$ cat config.mk
export PLATFORM = sky130hd
export DESIGN_NAME = darq_diag_adc_request_queue
export DESIGN_NICKNAME = d
export VERILOG_FILES = /design/src/inc/darq_pkg.sv /design/src/verilog/darq_diag_adc_request_queue.sv
export SDC_FILE = /design/constraint.sdc
export NUM_CORES = 1
export LEC_CHECK = 0
export BUFFER_PORTS_ARGS = -buffer_cell sky130_fd_sc_hd__clkbuf_2
export CORE_ASPECT_RATIO = 1.2
export CORE_MARGIN = 5
export CORE_UTILIZATION = 58
export DETAILED_ROUTE_END_ITERATION = 16
export PLACE_DENSITY = 0.86
export SLEW_MARGIN = 30
export SYNTH_ARGS = -nofsm -noshare
export SYNTH_HDL_FRONTEND = slang
export SYNTH_SLANG_ARGS = --single-unit
$ cat constraint.sdc
create_clock -name clk -period 3.5 [get_ports clk]
set_input_delay 0.35 -clock clk [delete_from_list [all_inputs] [get_ports clk]]
set_output_delay 0.35 -clock clk [all_outputs]
set_load 0.02 [all_outputs]
$ cat src/inc/darq_pkg.sv
// Package: constants, carriers and types of the diagnostic ADC request queue
package darq_pkg;

  // ************************************************************
  // Slot addresses, field layout, sizes
  // ************************************************************
  localparam logic [7:0] ADDR_SLOT_A = 8'h3a;
  localparam logic [7:0] ADDR_SLOT_D = 8'h3d;
  localparam int SLOTS = 4;
  localparam int QUEUE_DEPTH = 4;
  localparam int SEL_W = 7;
  localparam int VAL_W = 10;
  localparam int RSP_W = 20;
  localparam int FRESH_POS = 19;
  localparam logic [1:0] SLOT_A = 2'h0;
  localparam logic [1:0] SLOT_B = 2'h1;
  localparam logic [2:0] QCNT_RESET = 3'h0;
  localparam logic [9:0] VALUE_RESET = 10'h000;
  localparam logic [6:0] SEL_RESET = 7'h00;

  // ************************************************************
  // Selection codes with special handling
  // ************************************************************
  localparam logic [6:0] CODE_DCS_RES = 7'h05;

  // ************************************************************
  // Measurement sources driven to the converter front end
  // ************************************************************
  typedef enum logic [5:0] {
    src_none, src_gnd_pattern, src_full_pattern, src_dc_sensor_volt_sel,
    src_dc_sensor_amp_sel, src_dc_sensor_res_sel, src_squib_loop,
    src_bandgap_ref_level, src_bandgap_monitor_level, src_temp,
    src_dcs_volt0, src_dcs_volt1, src_dcs_volt2, src_dcs_volt3,
    src_battery_monitor_level, src_device_battery_level, src_analog_internal_supply,
    src_digital_internal_supply, src_boost_output_level, src_reserve_level,
    src_optional_supply_level, src_io_supply_level, src_wake_input_level,
    src_safing_regulator_level, src_watchdog_defeat_pin_level,
    src_out_driver0_drain, src_out_driver0_source, src_out_driver1_drain,
    src_out_driver1_source, src_remote_sensor_supply0, src_remote_sensor_supply1
  } darq_src_e;

  typedef enum {st_idle, st_convert} darq_state_e;

  // ************************************************************
  // Carriers
  // ************************************************************
  typedef struct packed {
    logic valid;
    logic wr;
    logic [7:0] addr;
    logic [6:0] sel;
  } darq_cmd_s;

  typedef struct packed {
    logic valid;
    logic [19:0] data;
  } darq_rsp_s;

  typedef struct packed {
    logic fresh;
    logic [6:0] sel;
    logic [9:0] value;
  } darq_slot_s;

endpackage : darq_pkg

$ cat src/verilog/darq_diag_adc_request_queue.sv
// Diagnostic ADC request queue: four slots, four-deep FIFO, converter sequencing
// How it works
// Four independent slots A-D, each requested by its own command, any order.
// Host sets up slow-settling sources before requesting their conversion.
// Ready summary ab is flag A or B; summary cd is flag C or D.
// Slot flag set when its conversion ends, cleared when host reads slot.
// Reading keeps the result; only a new result for that slot replaces it.
// Requests arriving during conversions are queued, nothing rejected or aborted.
// Queued conversions run strictly in arrival order.
// Queue holds four entries, so all four slots may be requested together.
// A repeated request for a still-waiting slot replaces its selection.
// Each result lands in the slot whose selection requested it.
// Command selection in bits 6:0; response is flag, 00, selection, value.
// Codes 03/04/05 convert selected dc sensor voltage, current, resistance.
// Code 06 converts squib loop output, code 0A the temperature sensor.
// Codes 07/08 bandgap reference and monitor; 01/02 ground, full-scale patterns.
// Codes 0B to 0E convert dc sensor channels 0 to 3 voltage.
// Codes 20 to 24 and 26 to 2B select the supply and pin monitors in order.
// Codes 2C to 2F select the two output drivers' drain and source.
// Codes 32 and 33 convert remote sensor supplies 0 and 1.
// Resistance only via slot A: current into A, voltage into B.
// Unused codes still queue and complete with flag set, value undefined.
`timescale 1ns/1ps

module darq_diag_adc_request_queue (
  // Clock and reset
  input wire logic clk,
  input wire logic rst,
  // Decoded SPI frames and their answers
  input wire darq_pkg::darq_cmd_s cmd,
  output darq_pkg::darq_rsp_s rsp_r,
  // Global status word bits
  output logic ready_summary_ab_r,
  output logic ready_summary_cd_r,
  // Converter front end
  output logic adc_start_r,
  output darq_pkg::darq_src_e adc_source_r,
  input wire logic adc_done,
  input wire logic [9:0] adc_value,
  input wire logic [9:0] adc_value_aux
);

  // ************************************************************
  // Decoding helpers
  // ************************************************************
  function automatic logic slot_hit(input logic [7:0] addr);
    slot_hit = (addr >= darq_pkg::ADDR_SLOT_A) && (addr <= darq_pkg::ADDR_SLOT_D);
  endfunction : slot_hit

  function automatic logic [1:0] slot_of(input logic [7:0] addr);
    logic [7:0] diff;
    diff = addr - darq_pkg::ADDR_SLOT_A;
    slot_of = diff[1:0];
  endfunction : slot_of

  // Unused and reserved codes map to src_none but are still converted
  function automatic darq_pkg::darq_src_e source_of(input logic [6:0] code);
    case (code)
      7'h01: source_of = darq_pkg::src_gnd_pattern;
      7'h02: source_of = darq_pkg::src_full_pattern;
      7'h03: source_of = darq_pkg::src_dc_sensor_volt_sel;
      7'h04: source_of = darq_pkg::src_dc_sensor_amp_sel;
      7'h05: source_of = darq_pkg::src_dc_sensor_res_sel;
      7'h06: source_of = darq_pkg::src_squib_loop;
      7'h07: source_of = darq_pkg::src_bandgap_ref_level;
      7'h08: source_of = darq_pkg::src_bandgap_monitor_level;
      7'h0a: source_of = darq_pkg::src_temp;
      7'h0b: source_of = darq_pkg::src_dcs_volt0;
      7'h0c: source_of = darq_pkg::src_dcs_volt1;
      7'h0d: source_of = darq_pkg::src_dcs_volt2;
      7'h0e: source_of = darq_pkg::src_dcs_volt3;
      7'h20: source_of = darq_pkg::src_battery_monitor_level;
      7'h21: source_of = darq_pkg::src_device_battery_level;
      7'h22: source_of = darq_pkg::src_analog_internal_supply;
      7'h23: source_of = darq_pkg::src_digital_internal_supply;
      7'h24: source_of = darq_pkg::src_boost_output_level;
      7'h26: source_of = darq_pkg::src_reserve_level;
      7'h27: source_of = darq_pkg::src_optional_supply_level;
      7'h28: source_of = darq_pkg::src_io_supply_level;
      7'h29: source_of = darq_pkg::src_wake_input_level;
      7'h2a: source_of = darq_pkg::src_safing_regulator_level;
      7'h2b: source_of = darq_pkg::src_watchdog_defeat_pin_level;
      7'h2c: source_of = darq_pkg::src_out_driver0_drain;
      7'h2d: source_of = darq_pkg::src_out_driver0_source;
      7'h2e: source_of = darq_pkg::src_out_driver1_drain;
      7'h2f: source_of = darq_pkg::src_out_driver1_source;
      7'h32: source_of = darq_pkg::src_remote_sensor_supply0;
      7'h33: source_of = darq_pkg::src_remote_sensor_supply1;
      default: source_of = darq_pkg::src_none;
    endcase
  endfunction : source_of

  // ************************************************************
  // State
  // ************************************************************
  darq_pkg::darq_slot_s slot_r [darq_pkg::SLOTS];
  darq_pkg::darq_slot_s slot_nxt [darq_pkg::SLOTS];
  logic [6:0] pend_sel_r [darq_pkg::SLOTS];
  logic [6:0] pend_sel_nxt [darq_pkg::SLOTS];
  logic [1:0] queue_r [darq_pkg::QUEUE_DEPTH];
  logic [1:0] queue_nxt [darq_pkg::QUEUE_DEPTH];
  logic [3:0] pend_r;
  logic [3:0] pend_nxt;
  logic [2:0] qcnt_r;
  logic [2:0] qcnt_nxt;
  darq_pkg::darq_state_e state_r;
  darq_pkg::darq_state_e state_nxt;
  logic [1:0] cur_slot_r;
  logic [1:0] cur_slot_nxt;
  logic [6:0] cur_sel_r;
  logic [6:0] cur_sel_nxt;
  darq_pkg::darq_rsp_s rsp_nxt;
  logic ready_ab_nxt;
  logic ready_cd_nxt;
  logic adc_start_nxt;
  darq_pkg::darq_src_e adc_source_nxt;

  // ************************************************************
  // Next-state logic
  // ************************************************************
  always_comb begin
    logic [1:0] s;
    logic hit;
    s = slot_of(cmd.addr);
    hit = cmd.valid && slot_hit(cmd.addr);
    slot_nxt = slot_r;
    pend_sel_nxt = pend_sel_r;
    queue_nxt = queue_r;
    pend_nxt = pend_r;
    qcnt_nxt = qcnt_r;
    state_nxt = state_r;
    cur_slot_nxt = cur_slot_r;
    cur_sel_nxt = cur_sel_r;
    adc_start_nxt = 1'b0;
    adc_source_nxt = adc_source_r;
    rsp_nxt = '0;

    // Every slot frame returns the stored result; flag drops, value stays
    if (hit) begin
      rsp_nxt.valid = 1'b1;
      rsp_nxt.data = {slot_r[s].fresh, 2'b00, slot_r[s].sel, slot_r[s].value};
      slot_nxt[s].fresh = 1'b0; // see
    end

    // Pop the oldest request when the converter is free
    if (state_r == darq_pkg::st_idle && qcnt_r != darq_pkg::QCNT_RESET) begin
      cur_slot_nxt = queue_r[0];
      cur_sel_nxt = pend_sel_r[queue_r[0]];
      adc_source_nxt = source_of(pend_sel_r[queue_r[0]]);
      adc_start_nxt = 1'b1;
      pend_nxt[queue_r[0]] = 1'b0;
      for (int i = 0; i < darq_pkg::QUEUE_DEPTH - 1; i++) begin
        queue_nxt[i] = queue_r[i + 1];
      end
      qcnt_nxt = qcnt_r - 3'h1;
      state_nxt = darq_pkg::st_convert;
    end

    // New request: a waiting slot only has its selection replaced
    if (hit && cmd.wr) begin
      pend_sel_nxt[s] = cmd.sel;
      if (!pend_nxt[s]) begin
        // Each slot sits in the queue at most once, so four entries never overflow
        queue_nxt[qcnt_nxt[1:0]] = s; // see
        pend_nxt[s] = 1'b1;
        qcnt_nxt = qcnt_nxt + 3'h1;
      end
    end

    // Result write happens after the read clear so a same-cycle completion wins
    if (state_r == darq_pkg::st_convert && adc_done) begin
      slot_nxt[cur_slot_r].value = adc_value; // see
      slot_nxt[cur_slot_r].sel = cur_sel_r;
      slot_nxt[cur_slot_r].fresh = 1'b1; // see
      if (cur_slot_r == darq_pkg::SLOT_A && cur_sel_r == darq_pkg::CODE_DCS_RES) begin
        slot_nxt[darq_pkg::SLOT_B].value = adc_value_aux;
        slot_nxt[darq_pkg::SLOT_B].sel = cur_sel_r;
        slot_nxt[darq_pkg::SLOT_B].fresh = 1'b1;
      end
      state_nxt = darq_pkg::st_idle;
    end

    case (state_r)
      darq_pkg::st_idle: begin
      end
      darq_pkg::st_convert: begin
      end
      default: begin
        state_nxt = darq_pkg::st_idle;
      end
    endcase

    ready_ab_nxt = slot_nxt[0].fresh | slot_nxt[1].fresh;
    ready_cd_nxt = slot_nxt[2].fresh | slot_nxt[3].fresh;
  end

  // ************************************************************
  // Registers
  // ************************************************************
  always_ff @(posedge clk) begin
    if (rst) begin
      for (int i = 0; i < darq_pkg::SLOTS; i++) begin
        slot_r[i] <= '{fresh: 1'b0, sel: darq_pkg::SEL_RESET, value: darq_pkg::VALUE_RESET};
        pend_sel_r[i] <= darq_pkg::SEL_RESET;
        queue_r[i] <= 2'h0;
      end
      pend_r <= 4'h0;
      qcnt_r <= darq_pkg::QCNT_RESET;
      state_r <= darq_pkg::st_idle;
      cur_slot_r <= 2'h0;
      cur_sel_r <= darq_pkg::SEL_RESET;
      rsp_r <= '0;
      ready_summary_ab_r <= 1'b0;
      ready_summary_cd_r <= 1'b0;
      adc_start_r <= 1'b0;
      adc_source_r <= darq_pkg::src_none;
    end else begin
      slot_r <= slot_nxt;
      pend_sel_r <= pend_sel_nxt;
      queue_r <= queue_nxt;
      pend_r <= pend_nxt;
      qcnt_r <= qcnt_nxt;
      state_r <= state_nxt;
      cur_slot_r <= cur_slot_nxt;
      cur_sel_r <= cur_sel_nxt;
      rsp_r <= rsp_nxt;
      ready_summary_ab_r <= ready_ab_nxt;
      ready_summary_cd_r <= ready_cd_nxt;
      adc_start_r <= adc_start_nxt;
      adc_source_r <= adc_source_nxt;
    end
  end

endmodule : darq_diag_adc_request_queue

==> flow_summary.ini <==
[cells_and_area]
areaGrowthSynthToFinish_pct = 14.7
drive_gt1_frac = 0.188
fillers = 796
num-nets-final = 809
final_cells = 925
n_antenna_cell = 0
fin_area_um2 = 7590

[global_route]
grt_usage = 0.252
gr-total-overflow = 0
grt_pass1_wl_um = 27400
first_global_vias = 5666
grt_antenna_before_repair = 0
grt_max_degree = 80

[detailed_routing]
ant_nets = 0
wl_met2_um = 8630
drt-pass1-iter-count = 7
remaining_drc_errors = 0
vias_per_cell = 5.97
routedWlPerCell_um = 17.8
via_count = 5525
met3_length_um = 1200
first_iter_violations = 467
wl_um = 16500
dr.max_layer_used = met4
wl_met1_um = 6300

[yosys]
netlist_instances = 720
async_reset_ff_frac = 0
syn_area_um2 = 6620
synth_area_leaders = dfxtp_1, nand2_1, mux4_2
yosys_register_bits = 152
synthFlopType = dfxtp_1
synth_top_area_cell = dfxtp_1
syn_avg_cell_area_um2 = 9.19
synth_top_area_frac = 0.460
synth_edf_count = 0
yosysSeqAreaShare = 0.460
yosysUniqueCellTypes = 56
synth_warnings = 0

[pwr]
vdd_drop_max_mv = 0.279
p_leak_nw = 3.04
p_total_mw = 4.33
pwr_density_cell_nw_per_um2 = 570

[place]
hpwl_um = 10600
dp.cells = 893
portBuffers = 66
placed_cell_area_um2 = 6960
pre_cts_slack_ns = 0.719
routabilityCongestion = 0.915

[setup_path]
cp_top_family = simple AND/OR/NAND/NOR gates
crit_chain = inv_1 -> ha_1 -> nor2b_1 -> or2_2 -> nand2_1 -> o21ai_0 -> ha_1 -> inv_1 -> a2111oi_4 -> mux2i_1 -> nor2_1
critPathLaunch = qcnt_r[0]$_SDFF_PP0_
worstPathRequired_ns = 3.78
crit_path_max_fanout = 22
start_kind = register
critical_path_arrival_ns = 3.10
path_buf_inv = 2
cp_slowest_cell = nor2b_1
path_class = register to register
r2r-start = qcnt_r[0]$_SDFF_PP0_
cp_slowest_stage_delay_ns = 0.47
end_kind = register

[timing]
post-route-period-util = 0.807
fmax_mhz = 354
setup_violations = 0
worst_slew_pin_slew_ns = 0.856
finalCriticalPeriod_ns = 2.82
tns_ns = 0
slew-limit-headroom = 0.429
setup_ws_ns = 0.676
fin_worst_skew_ns = 0.00878
maxSlewViolCount = 0
grt_setup_unrepaired = no
hold_violations = 0

[floorplanning]
num_rows = 42
fp.dieW_um = 108
io_pins = 70
coreArea_um2 = 11100
die_h_um = 127
initial_utilization = 0.597
die_area_um2 = 13700

[cts]
cts-hold-fix-buffers = 0
cts_buffers = 17
cts.sinks = 152
cts_resized = 0
cts_root_buf = clkbuf_16
clkLatencyLatePin_ns = 0.42
htree_levels = 4
post_cts_buffers = 0
clockBufferDepth = 2
clk_pin_slew_ns = 0.06
cts_tree = done

[run_status]
status = finished clean

[flow_run]
drv_cap = 0

[min_path]
holdCritPathClass = input pin to register
worst_hold_startpoint = adc_value[1]
-- report_power, final --
group	internal [mW]	switching [mW]	total [mW]
clock	1.23	0.711	1.95
sequential	1.77	0.0331	1.81
combinational	0.165	0.413	0.578
total	3.17	1.16	4.33
-- state kept, by name (all words and copies together), names as in the netlist, 2 cells and up --
register	count
rsp_r	19
cur_sel_r	7
cur_slot_r	2
queue_r	8
pend_sel_r	28
qcnt_r	3
slot_r	72
adc_source_r	5
pend_r	4
-- routing by layer --
layer / up-vias / track usage
met1: 2653 / 0.287
met3: 41 / 0.0585
met5: - / 0
met2: 263 / 0.449
met4: 0 / 0.108
li1: 2568 / -
-- synth_stat cells (all sizes together), types with 2 or more instances --
library cell and instances:
o41ai 2, a21oi 86, a211oi 4, a311oi 7, mux4 25, nand2b 3
nor2b 6, nand4 5, a22oi 10, xor2 3, ha 11, mux2i 38
and2 6, inv 18, nor3 4, o311ai 2, nand3 11, and3 19
o21ai 9, a221oi 5, nand2 139, a2111oi 3, clkbuf 41, dfxtp 152
buf 16, o32ai 2, nor2 72, xnor2 2, or3 2, a31oi 3
-- cell usage in the layout, fill, tap and decap left out, types with 3 or more instances in the layout --
master      synthesis  layout
nand4_1             5       5
mux4_2             23      23
a311oi_1            5       5
and3_1             19      19
inv_1              16      16
nand3_1            11      11
nand2_1           139     139
clkbuf_2            0      65
mux2i_1            38      38
nor2_1             72      72
bufinv_16           0       4
and2_1              6       6
a221oi_1            4       4
a21oi_1            86      86
nand2b_1            3       3
clkbuf_16           0      17
clkinvlp_4          0       4
nor2b_1             6       6
a31oi_1             3       3
buf_4               5       9
a211oi_1            3       3
dfxtp_1           152     152
a22oi_1            10      10
ha_1               11      11
xor2_1              3       3
conb_1              1       3
clkbuf_1           41       3
o21ai_0             6       6
-- kinds of logic after synthesis --
group / Yosys count / synth area share
compound gates: 139 / 0.139
mux: 63 / 0.144
other cells: 1 / 0.000567
xor+xnor: 5 / 0.00662
simple gates: 274 / 0.180
buf+inv: 75 / 0.0497
flops: 152 / 0.460
fa+ha+maj: 11 / 0.0208
-- worst min-delay path, cell delays in order --
cell,delay [ns]
clkbuf_2,0.11
nand2_1,0.06
a21oi_1,0.05
-- final timing paths --
check                             to  slack (ns)  cells after the start
max          queue_r[0]$_SDFFE_PP0P_        0.68                     11
min reg2reg   slot_r[2]$_SDFFE_PP0P_        0.46                      2
max reg2reg  queue_r[0]$_SDFFE_PP0P_        0.68                     11
min           slot_r[1]$_SDFFE_PP0P_        0.19                      3
-- cell type report --
| class | count | area, µm² | share of cell area |
|---|---|---|---|
| Timing Repair Buffer | 74 | 393 | 0.0517 |
| Inverter | 18 | 67.6 | 0.00890 |
| Clock buffer | 22 | 464 | 0.0611 |
| Tap cell | 154 | 193 | 0.0254 |
| Sequential cell | 152 | 3040 | 0.401 |
| Multi-Input combinational cell | 495 | 3270 | 0.430 |
| Clock inverter | 10 | 168 | 0.0221 |
-- through the flow --
step                       util  hold WS (ns)
after detailed placement  0.628         0.445
after CTS                 0.685         0.179
after global routing      0.685         0.202
final                     0.685         0.194
after global placement    0.627         0.439
after floorplan               -         0.433
(Power assumes the default switching activity.)
